<file path="src/rtl/fbh_pkg.sv">
// Shared constants and types for the flash bus host controller.
// Assumes a 100 MHz mclk; timing counts derive from nanosecond figures.
package fbh_pkg;
  // ********************************************************************
  // Clock and bus geometry
  // ********************************************************************
  localparam int CLK_PERIOD_NS = 10;
  localparam int ADDR_W = 22;
  localparam int DATA_W = 8;
  // ********************************************************************
  // Bus cycle timing (nanoseconds, then cycles rounded up)
  // ********************************************************************
  localparam int ACCESS_NS = 70;               // Address and enable to valid data
  localparam int WRITE_PULSE_NS = 40;          // Write enable low time
  localparam int SETUP_NS = 10;                // Recovery between cycles
  localparam int RESET_PULSE_MIN_NS = 500;     // reset_pulse_min
  localparam int RESET_HIGH_TO_READ_NS = 50;   // reset_high_to_read
  localparam int ACCESS_CYC = (ACCESS_NS + CLK_PERIOD_NS - 1) / CLK_PERIOD_NS;
  localparam int WRITE_PULSE_CYC = (WRITE_PULSE_NS + CLK_PERIOD_NS - 1) / CLK_PERIOD_NS;
  localparam int SETUP_CYC = (SETUP_NS + CLK_PERIOD_NS - 1) / CLK_PERIOD_NS;
  localparam int RESET_PULSE_CYC = (RESET_PULSE_MIN_NS + CLK_PERIOD_NS - 1) / CLK_PERIOD_NS;
  localparam int RESET_RECOVER_CYC = (RESET_HIGH_TO_READ_NS + CLK_PERIOD_NS - 1) / CLK_PERIOD_NS;
  localparam int CNT_W = 8;
  // ********************************************************************
  // Request kinds from the user side
  // ********************************************************************
  typedef enum logic [1:0] {FBH_OP_READ, FBH_OP_WRITE, FBH_OP_RESET, FBH_OP_UNPROT} fbh_op_t;
endpackage
</file>
<file path="src/rtl/fbh_pins_if.sv">
// Pin bundle between the bus sequencer and the pin driver.
// Assumes a single mclk domain; outputs are registered by the driver.
`timescale 1ns/1ps
interface fbh_pins_if;
  logic ceN;
  logic oeN;
  logic weN;
  logic resetN;
  logic unprotHigh;
  logic [fbh_pkg::ADDR_W-1:0] addr;
  logic [fbh_pkg::DATA_W-1:0] wdata;
  logic dataOe;
  modport seq (output ceN, oeN, weN, resetN, unprotHigh, addr, wdata, dataOe);
  modport drv (input ceN, oeN, weN, resetN, unprotHigh, addr, wdata, dataOe);
endinterface

</file>
<file path="src/rtl/fbh_host.sv">
// Host controller that runs read, write, reset and unprotect cycles on a byte-wide flash bus.
// Assumes the flash data and ready/busy pins are asynchronous and are synchronised here.
// Functional notes
// - Read with chip and output enable low, write enable high, reset high.
// - Write with write and chip enable low, output enable high.
// - Host flags an interrupted program or erase after reset; the user reissues it.
// - Host waits reset-recovery time after reset high before reading.
// - Elevated reset voltage accepts addresses and data, enables don't care.
`timescale 1ns/1ps
module fbh_host (
  input wire logic mclk,
  input wire logic nrst,
  input wire logic reqValid,
  output logic reqReady,
  input wire fbh_pkg::fbh_op_t reqOp,
  input wire logic [fbh_pkg::ADDR_W-1:0] reqAddr,
  input wire logic [fbh_pkg::DATA_W-1:0] reqData,
  output logic rspValid,
  output logic [fbh_pkg::DATA_W-1:0] rspData,
  output logic flashReady,
  output logic interruptedOp,
  output logic ce_n,
  output logic oe_n,
  output logic we_n,
  output logic reset_n,
  output logic unprotect_high_voltage,
  output logic [fbh_pkg::ADDR_W-1:0] addr_in,
  output logic [fbh_pkg::DATA_W-1:0] data_io_out,
  output logic data_io_oe,
  input wire logic [fbh_pkg::DATA_W-1:0] data_io_in,
  input wire logic ready_busy_n
);
  typedef enum logic [2:0] {FBH_IDLE, FBH_RD, FBH_WR, FBH_RST, FBH_RECOV, FBH_UNP, FBH_GAP} fbh_state_t;
  fbh_state_t state_reg;
  logic [fbh_pkg::CNT_W-1:0] cnt_reg;
  logic [fbh_pkg::DATA_W-1:0] dataMeta_reg;
  logic [fbh_pkg::DATA_W-1:0] dataSync_reg;
  logic rbMeta_reg;
  logic rbSync_reg;
  logic busySeen_reg;
  logic [fbh_pkg::ADDR_W-1:0] addr_reg;
  logic [fbh_pkg::DATA_W-1:0] wdata_reg;
  fbh_pins_if pins();
  // Pin register plus two synchroniser flops between a write's end and a visible busy level
  localparam logic [1:0] SETTLE_CYC = 2'h3;
  logic [1:0] settle_reg;
  logic [fbh_pkg::CNT_W-1:0] rstLow_reg;

  // Count load helper: converts an int cycle figure to the counter width
  function automatic logic [fbh_pkg::CNT_W-1:0] cyc(input int n);
    cyc = fbh_pkg::CNT_W'(n - 1);
  endfunction

  // ********************************************************************
  // Input synchronisers: pins are outside mclk's domain
  // ********************************************************************
  always_ff @(posedge mclk) begin
    if (!nrst) begin
      dataMeta_reg <= '0;
      dataSync_reg <= '0;
      rbMeta_reg <= 1'b1; // Idle level of the ready pin, so no false busy after reset
      rbSync_reg <= 1'b1;
    end else begin
      dataMeta_reg <= data_io_in;
      dataSync_reg <= dataMeta_reg;
      rbMeta_reg <= ready_busy_n;
      rbSync_reg <= rbMeta_reg;
    end
  end

  // Busy lags a write by the pin register and the synchroniser; hide ready until it can show
  always_ff @(posedge mclk) begin
    if (!nrst) begin
      settle_reg <= 2'h0;
    end else if (state_reg == FBH_WR || state_reg == FBH_UNP) begin
      settle_reg <= SETTLE_CYC;
    end else if (settle_reg != 2'h0) begin
      settle_reg <= settle_reg - 1'b1;
    end
  end

  // Ready only when the flash reports no embedded work or reset
  assign flashReady = rbSync_reg && (state_reg == FBH_IDLE) && (settle_reg == 2'h0);
  // Handshake: take requests only when idle; writes do not wait for ready
  assign reqReady = (state_reg == FBH_IDLE);

  // ********************************************************************
  // Cycle sequencer
  // ********************************************************************
  // One request at a time; cnt_reg times each phase from the package figures
  always_ff @(posedge mclk) begin
    if (!nrst) begin
      state_reg <= FBH_RST;
      cnt_reg <= cyc(fbh_pkg::RESET_PULSE_CYC);
      addr_reg <= '0;
      wdata_reg <= '0;
    end else begin
      case (state_reg)
        FBH_IDLE: begin
          if (reqValid) begin
            addr_reg <= reqAddr;
            wdata_reg <= reqData;
            case (reqOp)
              fbh_pkg::FBH_OP_READ: begin
                state_reg <= FBH_RD;
                cnt_reg <= cyc(fbh_pkg::ACCESS_CYC + 3); // Extra three cover the pin register and synchroniser
              end
              fbh_pkg::FBH_OP_WRITE: begin
                state_reg <= FBH_WR;
                cnt_reg <= cyc(fbh_pkg::WRITE_PULSE_CYC);
              end
              fbh_pkg::FBH_OP_RESET: begin
                state_reg <= FBH_RST;
                cnt_reg <= cyc(fbh_pkg::RESET_PULSE_CYC);
              end
              default: begin
                state_reg <= FBH_UNP;
                cnt_reg <= cyc(fbh_pkg::WRITE_PULSE_CYC);
              end
            endcase
          end
        end
        FBH_RST: begin
          // Reset held at least the minimum pulse width
          if (cnt_reg == '0) begin
            state_reg <= FBH_RECOV;
            cnt_reg <= cyc(fbh_pkg::RESET_RECOVER_CYC);
          end else begin
            cnt_reg <= cnt_reg - 1'b1;
          end
        end
        FBH_RD, FBH_WR, FBH_UNP, FBH_RECOV: begin
          // Recovery waits before any read is allowed
          if (cnt_reg == '0) begin
            state_reg <= (state_reg == FBH_RECOV) ? FBH_IDLE : FBH_GAP;
            cnt_reg <= cyc(fbh_pkg::SETUP_CYC);
          end else begin
            cnt_reg <= cnt_reg - 1'b1;
          end
        end
        default: begin
          if (cnt_reg == '0) begin
            state_reg <= FBH_IDLE;
          end else begin
            cnt_reg <= cnt_reg - 1'b1;
          end
        end
      endcase
    end
  end

  // ********************************************************************
  // Pin levels per state
  // ********************************************************************
  // Combinational levels; fbh_pin_reg registers them onto the pins
  always_comb begin
    pins.ceN = 1'b1;
    pins.oeN = 1'b1;
    pins.weN = 1'b1;
    pins.resetN = 1'b1;
    pins.unprotHigh = 1'b0;
    pins.addr = addr_reg;
    pins.wdata = wdata_reg;
    pins.dataOe = 1'b0;
    case (state_reg)
      FBH_RD: begin
        pins.ceN = 1'b0;
        pins.oeN = 1'b0;
      end
      FBH_WR: begin
        pins.ceN = 1'b0;
        pins.weN = 1'b0;
        pins.dataOe = 1'b1;
      end
      FBH_RST: pins.resetN = 1'b0;
      FBH_UNP: begin
        pins.unprotHigh = 1'b1;
        pins.dataOe = 1'b1;
      end
      default: ;
    endcase
  end

  fbh_pin_reg u_pins (
    .mclk(mclk),
    .nrst(nrst),
    .pins(pins),
    .ce_n(ce_n),
    .oe_n(oe_n),
    .we_n(we_n),
    .reset_n(reset_n),
    .unprotect_high_voltage(unprotect_high_voltage),
    .addr_in(addr_in),
    .data_io_out(data_io_out),
    .data_io_oe(data_io_oe)
  );

  // ********************************************************************
  // Read answer and interrupted-operation flag
  // ********************************************************************
  // Sample at the end of the read window; status or codes arrive the same way
  always_ff @(posedge mclk) begin
    if (!nrst) begin
      rspValid <= 1'b0;
      rspData <= '0;
    end else begin
      rspValid <= (state_reg == FBH_RD) && (cnt_reg == '0);
      if ((state_reg == FBH_RD) && (cnt_reg == '0)) begin
        rspData <= dataSync_reg;
      end
    end
  end

  // A reset pulse that finds the flash busy flags that the user must reissue the operation
  // Judged during the pulse: busy lasts into its first part, while at the request it may not have arrived yet
  always_ff @(posedge mclk) begin
    if (!nrst) begin
      busySeen_reg <= 1'b0;
      interruptedOp <= 1'b0;
    end else begin
      busySeen_reg <= !rbSync_reg;
      if (state_reg == FBH_RST && busySeen_reg) begin
        interruptedOp <= 1'b1;
      end else if (state_reg == FBH_IDLE && reqValid && reqOp == fbh_pkg::FBH_OP_WRITE) begin
        interruptedOp <= 1'b0;
      end
    end
  end

  // Counts low cycles of the reset pin, since the minimum pulse is too long for a repetition
  always_ff @(posedge mclk) begin
    if (!nrst) begin
      rstLow_reg <= '0;
    end else if (reset_n) begin
      rstLow_reg <= '0;
    end else if (rstLow_reg != '1) begin
      rstLow_reg <= rstLow_reg + 1'b1;
    end
  end
endmodule // fbh_host

</file>
<file path="src/rtl/fbh_pin_reg.sv">
// Output register stage that drives the flash pins from the sequencer.
// Assumes the sequencer bundle is on mclk; every pin leaves a flip-flop.
`timescale 1ns/1ps
module fbh_pin_reg (
  input wire logic mclk,
  input wire logic nrst,
  fbh_pins_if.drv pins,
  output logic ce_n,
  output logic oe_n,
  output logic we_n,
  output logic reset_n,
  output logic unprotect_high_voltage,
  output logic [fbh_pkg::ADDR_W-1:0] addr_in,
  output logic [fbh_pkg::DATA_W-1:0] data_io_out,
  output logic data_io_oe
);
  // ********************************************************************
  // Pin registers: reset state deselects the flash and holds it in reset
  // ********************************************************************
  always_ff @(posedge mclk) begin
    if (!nrst) begin
      ce_n <= 1'b1;
      oe_n <= 1'b1;
      we_n <= 1'b1;
      reset_n <= 1'b0;
      unprotect_high_voltage <= 1'b0;
      addr_in <= '0;
      data_io_out <= '0;
      data_io_oe <= 1'b0;
    end else begin
      ce_n <= pins.ceN;
      oe_n <= pins.oeN;
      we_n <= pins.weN;
      reset_n <= pins.resetN;
      unprotect_high_voltage <= pins.unprotHigh;
      addr_in <= pins.addr;
      data_io_out <= pins.wdata;
      data_io_oe <= pins.dataOe;
    end
  end
endmodule // fbh_pin_reg

</file>
<file path="config.mk">
export PLATFORM = sky130hd
export DESIGN_NAME = fbh_host
export DESIGN_NICKNAME = d
export VERILOG_FILES = /design/src/rtl/fbh_pkg.sv /design/src/rtl/fbh_pins_if.sv /design/src/rtl/fbh_host.sv /design/src/rtl/fbh_pin_reg.sv
export SDC_FILE = /design/constraint.sdc
export NUM_CORES = 1
export LEC_CHECK = 0
export BUFFER_PORTS_ARGS = -buffer_cell sky130_fd_sc_hd__buf_4
export CELL_PAD_IN_SITES_DETAIL_PLACEMENT = 2
export CELL_PAD_IN_SITES_GLOBAL_PLACEMENT = 2
export CORE_ASPECT_RATIO = 2
export CORE_MARGIN = 10
export CORE_UTILIZATION = 34
export CTS_CLUSTER_DIAMETER = 30
export DETAILED_ROUTE_END_ITERATION = 8
export PLACE_DENSITY = 0.9
export SLEW_MARGIN = 40
export SYNTH_ARGS = -nofsm -noshare
export SYNTH_HDL_FRONTEND = slang
export SYNTH_HIERARCHICAL = 1
export SYNTH_SLANG_ARGS = --single-unit
</file>
<file path="constraint.sdc">
create_clock -name mclk -period 5.1 [get_ports mclk]
set_input_delay 1.02 -clock mclk [delete_from_list [all_inputs] [get_ports mclk]]
set_output_delay 1.02 -clock mclk [all_outputs]
set_load 0.005 [all_outputs]
</file>
After elaboration in Yosys (flattened, before gate mapping)
Cells that the tools add are included.
{"block": "word_totals", "regBits": 108, "inputBits": 44, "out_inout_bits": 48, "elab_cells": 79}
{"block": "op_classes", "n_addsub": 2, "eq_ne": 11, "n_mux": 23, "reduce_logical": 22}
{"cell": "8-bit 2-to-1 mux", "n": 4}
{"cell": "8-bit one-hot mux with 3 select lines", "n": 1}
{"cell": "3-bit one-hot mux with 3 select lines", "n": 2}
{"cell": "3-bit 2-to-1 mux", "n": 5}
{"cell": "6-bit one-hot mux with 2 select lines", "n": 1}
{"cell": "8-bit logical NOT", "n": 1}
{"cell": "1-bit 2-to-1 mux", "n": 8}
{"cell": "2-bit nonzero test", "n": 4}
{"cell": "8-bit by 1-bit subtractor with 8-bit output (second input constant)", "n": 1}
{"cell": "3-bit by 2-bit == test with 1-bit output (second input constant)", "n": 2}
{"cell": "3-bit == test (second input constant)", "n": 2}
{"cell": "1-bit logical AND", "n": 6}
{"cell": "2-bit inequality test (second input constant)", "n": 3}
{"cell": "2-bit logical NOT", "n": 2}
{"cell": "2-bit 2-to-1 mux", "n": 2}
{"cell": "4-bit by 2-bit inequality test with 1-bit output (second input constant)", "n": 1}
{"cell": "2-bit AND reduction", "n": 2}
{"cell": "4-bit AND reduction", "n": 1}
{"cell": "2-bit OR reduction", "n": 2}
{"cell": "4-bit OR reduction", "n": 1}
{"cell": "3-bit by 1-bit == test with 1-bit output (second input constant)", "n": 1}
{"cell": "3-bit logical NOT", "n": 1}
{"cell": "2-bit by 1-bit == test with 1-bit output (second input constant)", "n": 1}
{"cell": "2-bit == test (second input constant)", "n": 1}
{"cell": "3 further kinds", "n": 3}

Logic depth before layout (Yosys ltp)
Gate-level depths: netlist of run 1.
{"block": "depth", "word_depth": 5, "depth_mapped": 7, "mapped_depth_nobuf": 6}

Hierarchy
Netlist of run 1, hierarchy kept.
{"mod": "fbh_host", "n_inst": 1, "cells_each": 325, "area_each_um2": 2857.7}
{"mod": "fbh_pin_reg", "n_inst": 1, "cells_each": 75, "area_each_um2": 1002.2}

Worst setup path before layout of run 1
No wires, ideal clock.
{"block": "synth_timing", "path_type": "reg2out", "start": "reg state_reg[0]", "end": "out flashReady", "arrival_ns": 1.265, "t_required_ns": 4.080, "slack_ns": 2.815, "stages_incl_launch_ff": 6, "path_buffers": 2, "path_cell_list": "dfxtp_1 -> buf_2 -> or3_1 -> inv_1 -> buf_2 -> and3_1"}
{"block": "synth_via", "elab_chain_len": 3}
{"element": "start, declared", "line": "fbh_host.sv:34", "source": "fbh_state_t state_reg;"}
{"element": "start signal, assigned", "line": "fbh_host.sv:135", "source": "state_reg <= (state_reg == FBH_RECOV) ? FBH_IDLE : FBH_GAP;"}
{"element": "3-bit logical NOT"}
{"element": "named net reqReady", "line": "fbh_host.sv:14", "source": "output logic reqReady,"}
{"element": "1-bit logical AND (2 in a row)", "line": "fbh_host.sv:83", "source": "assign flashReady = rbSync_reg && (state_reg == FBH_IDLE) && (settle_reg == 2'h0);"}
{"element": "end, declared", "line": "fbh_host.sv:20", "source": "output logic flashReady,"}
The timed path passes the listed nets, and every way through them passes these cells.

Worst setup path after layout of run 1
{"block": "layout_timing", "start": "reg state_reg[2]", "end": "out flashReady"}
{"block": "layout_via", "elab_chain_len": 3}
{"element": "3-bit logical NOT", "line": "fbh_host.sv:83"}
{"element": "1-bit logical AND (2 in a row)", "line": "fbh_host.sv:83"}
No other way between the ends.

==> results.md, run 1 <==
- Vias post-DR: 3,091
- First-pass GRT wire length: 19.6 mm
- Standard-cell rows: 55
- R2r setup slk: 2.69 ns
- Mapped Nets: 453
- Fraction of layout instances using a drive strength above 1: 30.0%
- Placement Cell Area: 4650 um^2
- Crit. End Element: output port
- Area fraction of the dominant cell type after synthesis: 56.0%
- Worst reg2reg endpoint: rspData[0]
- Mapped Avg Cell Area: 9.65 um^2
- Synth Area in Adders: 2.92%
- CP Class: reg -> out
- Rel. slew slack: 54.8%
- Vias in the first global route: 3,584
- Hold Path Class: reg -> reg
- Port Buffers: 91
- Final period utilization: 57.8%
- Die height: 171 um
- Clock-pin slew on the worst setup and hold paths: 0.07 ns
- Die width: 95.3 um
- Overall power: 0.00167 W
- Peak Freq: 0.339 GHz
- Worst slew pin tran: 0.676 ns
- Setup Fix Bufs, Post-CTS: 0
- Nets: 534
- Synth Warn #: 6
- H-tree levels: 3
- Final min period: 2.95 ns
- Initial antenna violation count: 1
- CP Launch Type: register
- Drt first pass iters: 4
- Area contributors post-synth: dfxtp_1 56%, nand2_1 6.8%, and2_2 5.8%
- Final WL: 12.5 mm
- Place WS: 2.44 ns
- Area Overhead vs Synth: 28.0%
- Dpl hpwl: 9.08 mm
- Netlist cell types: 47
- CP arrival: 1.93 ns
- Status: completed
- Drc violations: 0
- Resize count post-CTS: 0
- Simple-gate share of the synthesized area: 23.4%
- Post-synth top flop: dfxtp_1
- Post-Synthesis Cell Area: 3860 um^2
- Antenna Nets Post-Route: 0
- #FFs+latches synth: 108
- Leakage: 2.10 nW
- Mapped Cells: 400
- Synth Area in Compound Gates: 11.1%
- Number of buffers created by CTS: 9
- DR WL/cell: 19.8 um
- Xor/xnor share of the synthesized area: 0.681%
- Count of hold-fix buffers inserted at cts: 0
- RSZ-0062 raised after global routing: false
- Die footprint: 16,300 um^2
- Max-slew violations: 0
- Ys async rst share: 0%
- R2R Path Start: cnt_reg[1]
- Post-synthesis mux area share: 2.33%
- Largest family of logic cells by synthesized area: simple AND/OR/NAND/NOR gates
- Root Driver: clkbuf_16
- Worst Path Required: 4.08 ns
- Overall routing resource usage: 15.6%
- Core area: 11,200 um^2
- Clk Latency, worst-skew pair: 0.34 ns
- Clk buf depth: 2
- Largest net degree at the start of global routing: 68
- Critical path origin: state_reg[2]
- # setup viols final: 0
- Sequential area share after synthesis: 56.0%
- CTS tree: yes
- Vias/cell: 4.91
- Cells on worst reg2reg path: 6
- Number of flops mapped to enable cells by yosys: 0
- Num Clock Sinks: 108
- Initial Utilization: 34.4%
- Max cap viols: 0
- VDD IR max: 0.183 mV
- Power per cell area: 338 nW/um^2
- Crit path to: flashReady
- Fillers: 1,204
- Hold Vio Cnt, Final: 0
- Iteration-0 DRC Markers: 101
- Final Cell Area: 4940 um^2
- Placer Congestion: 0.871
- Gr ovfl total: 0
- Setup_tns: 0 ns
- Io pins: 92
- Top cell type by total area after synthesis: dfxtp_1
- Setup ws final: 2.15 ns
- Worst Clk Skew: 0.00792 ns
- Worst-path fanout max: 13
synthesized netlist by cell type, drive strengths merged (2+ instances only):
master   count
clkbuf      19
nand2b       3
o21a         2
or4          3
a221oi       2
nor2        16
and2        50
nor3         3
or3          2
nand3        7
inv         11
o311ai       3
a21oi       38
nor3b        2
a211oi       2
xor2         2
buf          4
dfxtp      108
o211ai       4
or2b         3
o21ai        8
o2bb2ai      2
mux2i        9
ha           9
o2111ai      2
nand2       70
nor4         2
kinds of logic after synthesis:
| family | Yosys count |
|---|---|
| simple gates | 169 |
| buf+inv | 34 |
| xor+xnor | 3 |
| fa+ha+maj | 9 |
| flops | 108 |
| compound gates | 68 |
| mux | 9 |
power by group:
group          switching (W)  internal, W  total (W)  leakage, nW
logic              0.0000585    0.0000591   0.000118         1.08
registers          0.0000143     0.000861   0.000876        0.876
clock network       0.000334     0.000343   0.000677        0.141
cell type report:
type | count | area (um^2) | share of cell area, %
antenna | 1 | 2.50 | 0.0506
timing repair buffer | 93 | 698 | 14.1
inverter | 11 | 42.5 | 0.861
clock buffer | 10 | 229 | 4.63
clock inverter | 6 | 56.3 | 1.14
sequential | 108 | 2160 | 43.8
tap | 142 | 178 | 3.60
multi-input combinational | 258 | 1570 | 31.8
per-stage QoR:
stage / hold slack [ns] / instances / util [%]
final: 0.413 / 629 / 44.0
after global routing: 0.449 / 629 / 44.0
after CTS: 0.417 / 628 / 44.0
after detailed placement: 0.400 / 612 / 41.5
after global placement: 0.391 / 612 / 41.5
after floorplan: 0.385 / 400 / -
routing by layer:
layer  up-vias  wire [um]  GRT usage [%]
met4         0        301           7.26
li1       1482          -              -
met5         -          0              0
met1      1527       4370           15.1
met3        15        532           2.59
met2        67       7260           30.3
layout by cell type (no fill, tap or decap), types with 3 or more instances in the layout:
| master | count |
|---|---|
| and2_1 | 20 |
| o211ai_1 | 4 |
| nor3_1 | 3 |
| ha_1 | 9 |
| buf_4 | 93 |
| nand3_1 | 7 |
| o311ai_0 | 3 |
| mux2i_1 | 9 |
| and2_2 | 30 |
| inv_1 | 10 |
| dfxtp_1 | 108 |
| nand2_1 | 69 |
| inv_6 | 4 |
| a21oi_1 | 38 |
| or2b_1 | 3 |
| nor2_1 | 16 |
| nand2b_1 | 3 |
| clkbuf_16 | 9 |
| o21ai_0 | 8 |
critical path, stage by stage, from the launching register on:
cell	delay, ns
dfxtp_1	0.44
or3_1	0.48
inv_1	0.34
and3_1	0.22
buf_4	0.11
worst min path at each step:
stage / cells after the start / slack, ns / to / startpoint
2_1_floorplan: 1 / 0.38 / busySeen_reg / rbSync_reg
6_report: 1 / 0.41 / rbSync_reg / rbMeta_reg
3_5_place_dp: 1 / 0.40 / rbSync_reg / rbMeta_reg
3_3_place_gp: 1 / 0.39 / rbSync_reg / rbMeta_reg
5_1_grt: 1 / 0.45 / busySeen_reg / rbSync_reg
4_1_cts: 1 / 0.42 / rbSync_reg / rbMeta_reg
No activity file was read; power rests on OpenSTA's default activity.
==> run 2: changes to the inputs <==
- CORE_UTILIZATION: 34 -> 32
- PLACE_DENSITY: 0.9 -> 0.86
- clock period: 5.1 -> 2.75 ns (I/O delays scaled with it)
==> results.md, run 2 (synthesized netlist as in run 1, its figures left out) <==
- Clock-pin slew on the worst setup and hold paths: 0.07 ns (about the same)
- RSZ-0062 raised after global routing: false
- R2R Path Start: cnt_reg[1]
- First-pass GRT wire length: 19.8 mm (+0.77%)
- Max cap viols: 0 (unchanged)
- P_sw: 0.000722 W (+78%)
- Die footprint: 17,100 um^2 (+5.2%)
- Dpl hpwl: 9.01 mm (-0.74%)
- Standard-cell rows: 56 (+1.8%)
- WL met1: 4.44 mm (+1.5%)
- Cells on worst reg2reg path: 6 (unchanged)
- Die width: 97.7 um (+2.4%)
- Initial Utilization: 32.8% (-1.6 points)
- Slowest CP cell: or3_1
- Overall power: 0.00314 W (+88%)
- Core area: 11,800 um^2 (+4.9%)
- VDD IR max: 0.396 mV (+120%)
- Largest net degree at the start of global routing: 67 (-1.5%)
- Sw Share: 23.0% (-1.4 points)
- Max-slew violations: 0 (unchanged)
- DR WL/cell: 19.8 um (about the same)
- Worst reg2reg endpoint: rspData[0]
- Worst path bufs/invs: 2 (unchanged)
- Hold Path Class: in -> reg
- Status: completed
- Delay-heaviest family, CP: simple AND/OR/NAND/NOR gates
- Fraction of layout instances using a drive strength above 1: 30.1% (about the same)
- Clk buf depth: 2 (unchanged)
- Antenna Nets Post-Route: 0 (unchanged)
- Num Clock Sinks: 108 (unchanged)
- Clk Latency, worst-skew pair: 0.36 ns (+0.02 ns)
- Resize count post-CTS: 0 (unchanged)
- Drt first pass iters: 4 (unchanged)
- Crit. End Element: output port
- Vias/cell: 4.89 (-0.56%)
- Worst slew pin tran: 0.683 ns (+0.00639 ns)
- Commonest non-fill, non-tap cell in the layout: dfxtp_1
- Worst Clk Skew: 0.00938 ns (+0.00146 ns)
- Power per cell area: 633 nW/um^2 (+87%)
- Leakage: 2.11 nW (+0.48%)
- Gr ovfl total: 0 (unchanged)
- Io pins: 92 (unchanged)
- CTS tree: yes
- Register share of total power: 51.6% (-0.8 points)
- Setup_tns: 0 ns (unchanged)
- Final min period: 2.51 ns
- Setup Fix Bufs, Post-CTS: 0 (unchanged)
- Number of buffers created by CTS: 9 (unchanged)
- # setup viols final: 0 (unchanged)
- Non-filler instance count after layout: 634 (+0.79%)
- P_int: 0.00242 W (+92%)
- CP arrival: 1.96 ns (+0.03 ns)
- Placer Congestion: 0.832 (-4.4%)
- Final WL: 12.6 mm (+0.73%)
- Initial antenna violation count: 0 (-1)
- CP Cell Sequence: or3_1 -> inv_1 -> and3_1 -> buf_4
- CP Launch Type: register
- Vias post-DR: 3,098 (+0.23%)
- Drc violations: 0 (unchanged)
- H-tree levels: 3 (unchanged)
- Met2 Wirelength: 7.29 mm (+0.33%)
- Routed met3 length: 519 um (-2.4%)
- CP Class: reg -> out
- R2r setup slk: 0.36 ns (-2.33 ns)
- ANT cells: 0 (-1)
- Nets: 537 (+0.56%)
- Worst Path Required: 2.20 ns (-1.88 ns)
- Port Buffers: 91 (unchanged)
- Die height: 175 um (+2.7%)
- Peak Freq: 0.398 GHz
- Area Overhead vs Synth: 28.8%
- Clock share of power: 41.3% (+0.8 points)
- Rel. slew slack: 54.1% (-0.69 points)
- Crit path depth: 4 (unchanged)
- Critical path origin: state_reg[2]
- Uppermost layer routed: met4
- Fin util: 42.2% (-1.8 points)
- Vias in the first global route: 3,502 (-2.3%)
- Hold Vio Cnt, Final: 0 (unchanged)
- CP max stage delay: 0.49 ns (about the same)
- Root Driver: clkbuf_16
- Most frequent cells in the layout: 108 x dfxtp_1, 96 x buf_4, 70 x nand2_1
- Combinational Power Share: 7.1% (about the same)
- Iteration-0 DRC Markers: 93 (-7.9%)
- Crit path to: flashReady
- Final period utilization: 91.3%
- Cells after DPL: 618 (+0.98%)
- Overall routing resource usage: 14.5% (-1.1 points)
- Count of hold-fix buffers inserted at cts: 0 (unchanged)
- Worst-path fanout max: 13 (unchanged)
==> run 2: cell types whose count changed in the layout (fill, tap and decap cells not counted), sizes merged <==
cell      change
clkinvlp      +2
clkinv        -2
clkbuf        +1
bufinv        +1
inv           -2
diode         -1
buf           +3
==> run 2: per-stage QoR <==
stage | instance area [um^2] | setup slack, ns | hold slack [ns]
floorplan | 3860 | 0.935 | 0.385
global placement | 4680 | 0.685 | 0.397
detailed placement | 4680 | 0.404 | 0.406
CTS | 4970 | 0.219 | 0.378
global route | 4970 | 0.0783 | 0.396
finish | 4970 | 0.239 | 0.384
==> run 2: power groups by stage <==
stage	sequential [W]	combinational (W)	clock, W
floorplan	0.00165	0.000129	0
global placement	0.00165	0.000207	0
detailed placement	0.00166	0.000225	0
CTS	0.00162	0.000229	0.00134
global route	0.00163	0.000251	0.00141
finish	0.00162	0.000224	0.00130
==> run 2: worst min-delay path by stage <==
stage | from | to | slack, ns | cells past startpoint
after floorplan | rbSync_reg | busySeen_reg | 0.38 | 1
after global placement | rbMeta_reg | rbSync_reg | 0.40 | 1
after global routing | data_io_in[3] | dataMeta_reg[3] | 0.40 | 2
after CTS | ready_busy_n | rbMeta_reg | 0.38 | 2
final | ready_busy_n | rbMeta_reg | 0.38 | 2
after detailed placement | rbMeta_reg | rbSync_reg | 0.41 | 1
==> run 2: final cells by class <==
type	count	area [um^2]
clock buffers	11	233
clock inverters	5	61.3
fillers	1299	6800
inverters	11	41.3
multi-input cells	258	1570
flip-flops and latches	108	2160
well taps	145	181
repair buffers	96	721
==> run 2: layer usage <==
metal	track usage, %	vias up
met2	28.2	68
met4	6.27	0
li1	-	1488
met3	3.58	22
met1	13.7	1520
met5	0	-
==> run 3: changes to the inputs <==
- RECOVER_POWER: not set -> 25
==> results.md, run 3 (synthesized netlist as in run 1, its figures left out) <==
- Status: completed
- Io pins: 92 (unchanged)
- First-pass GRT wire length: 19.8 mm (unchanged)
- Cells on worst reg2reg path: 6 (unchanged)
- Final WL: 12.5 mm (-0.17%)
- Die width: 97.7 um (unchanged)
- Placement Cell Area: 4680 um^2 (unchanged)
- Hold Path Stages: 2 (unchanged)
- Setup ws final: 0.243 ns (+0.00311 ns)
- CTS tree: yes
- Clk Latency, worst-skew pair: 0.35 ns (about the same)
- Count of hold-fix buffers inserted at cts: 0 (unchanged)
- Core area: 11,800 um^2 (unchanged)
- ANT cells: 0 (unchanged)
- CP Class: reg -> out
- Place WS: 0.404 ns (unchanged)
- Most frequent cells in the layout: 108 x dfxtp_1, 94 x buf_4, 70 x nand2_1
- Overall routing resource usage: 14.5% (unchanged)
- Root Driver: clkbuf_16
- Final Cell Area: 4970 um^2 (about the same)
- Die height: 175 um (unchanged)
- Drt first pass iters: 4 (unchanged)
- CP Launch Type: register
- Vias in the first global route: 3,502 (unchanged)
- Commonest non-fill, non-tap cell in the layout: dfxtp_1
- Num Clock Sinks: 108 (unchanged)
- Fraction of layout instances using a drive strength above 1: 29.9% (-0.20 points)
- Die footprint: 17,100 um^2 (unchanged)
- Register share of total power: 51.6% (about the same)
- Gr ovfl total: 0 (unchanged)
- Worst Path Required: 2.20 ns (about the same)
- Worst slew pin tran: 1.10 ns (+0.420 ns)
- Resize count post-CTS: 0 (unchanged)
- Nets: 537 (unchanged)
- Peak Freq: 0.399 GHz (+0.12%)
- Number of buffers created by CTS: 9 (unchanged)
- Setup Fix Bufs, Post-CTS: 0 (unchanged)
- Overall power: 0.00314 W (about the same)
- Port Buffers: 91 (unchanged)
- Combinational Power Share: 7.1% (about the same)
- Largest net degree at the start of global routing: 67 (unchanged)
- Max cap viols: 0 (unchanged)
- Hold Path Class: in -> reg
- # setup viols final: 0 (unchanged)
- Worst hold slack: 0.390 ns (+0.00529 ns)
- Clock-pin slew on the worst setup and hold paths: 0.07 ns (about the same)
- Max-slew violations: 0 (unchanged)
- Standard-cell rows: 56 (unchanged)
- Initial antenna violation count: 0 (unchanged)
- Vias/cell: 4.90 (+0.29%)
- Worst reg2reg endpoint: rspData[0]
- WHS Endpoint: rbMeta_reg
- Placer Congestion: 0.832 (unchanged)
- Power per cell area: 633 nW/um^2 (about the same)
- Crit. End Element: output port
- Final period utilization: 91.2% (-0.11 points)
- Iteration-0 DRC Markers: 89 (-4.3%)
- Clk buf depth: 2 (unchanged)
- Final min period: 2.51 ns (-0.00311 ns)
- Worst-path fanout max: 13 (unchanged)
- VDD IR max: 0.389 mV (-1.7%)
- Setup_tns: 0 ns (unchanged)
- Area Overhead vs Synth: 28.7% (about the same)
- Hold Vio Cnt, Final: 0 (unchanged)
- CP arrival: 1.96 ns (about the same)
- Leakage: 2.10 nW (-0.42%)
- R2R Path Start: cnt_reg[1]
- Sw Share: 22.9% (about the same)
- R2r setup slk: 0.36 ns (about the same)
- P_int: 0.00242 W (about the same)
- RSZ-0062 raised after global routing: false
- Worst Clk Skew: 0.00965 ns (+0.000269 ns)
- P_sw: 0.000721 W (-0.16%)
- Rel. slew slack: 26.5% (-28 points)
- DR WL/cell: 19.8 um (-0.17%)
- Antenna Nets Post-Route: 0 (unchanged)
- Critical path origin: state_reg[2]
- Min-delay src: ready_busy_n
- H-tree levels: 3 (unchanged)
- Drc violations: 0 (unchanged)
- Vias post-DR: 3,107 (+0.29%)
- Clock share of power: 41.3% (about the same)
- Initial Utilization: 32.8% (unchanged)
- Dpl hpwl: 9.01 mm (unchanged)
run 3: worst max path at each step:
stage | slack, ns | cells past startpoint | to
detailed placement | 0.40 | 6 | rspData[0]
finish | 0.24 | 4 | flashReady
floorplan | 0.93 | 5 | flashReady
CTS | 0.22 | 4 | flashReady
global route | 0.08 | 4 | flashReady
global placement | 0.69 | 6 | rspData[1]
run 3: area by class of cell:
cell class / instances / area (um^2)
clock buffer: 11 / 233
fill: 1300 / 6800
multi-input combinational: 258 / 1570
timing repair buffer: 96 / 718
sequential: 108 / 2160
clock inverter: 5 / 61.3
inverter: 11 / 41.3
tap: 145 / 181
run 3: through the flow:
stage                     cells  util [%]
after floorplan             400         -
after global placement      618      39.7
after detailed placement    618      39.7
after CTS                   634      42.2
after global routing        634      42.2
final                       634      42.2
run 3: critical path, stage by stage (launching register included):
cell,delay (ns)
dfxtp_1,0.44
or3_1,0.49
inv_1,0.35
and3_1,0.22
buf_4,0.11
run 3: layer usage:
layer  vias up  routed length [um]  global-route usage [%]
met5         -                   0                       0
met4         0                 332                    6.27
met3        23                 504                    3.58
met2        71                7280                    28.2
met1      1522                4430                    13.7
li1       1491                   -                       -
run 3: power groups by stage:
stage | Clock (W) | Combinational (W) | Sequential (W)
after floorplan | 0 | 0.000129 | 0.00165
after global placement | 0 | 0.000207 | 0.00165
after detailed placement | 0 | 0.000225 | 0.00166
after CTS | 0.00134 | 0.000229 | 0.00162
after global routing | 0.00141 | 0.000250 | 0.00163
final | 0.00130 | 0.000223 | 0.00162
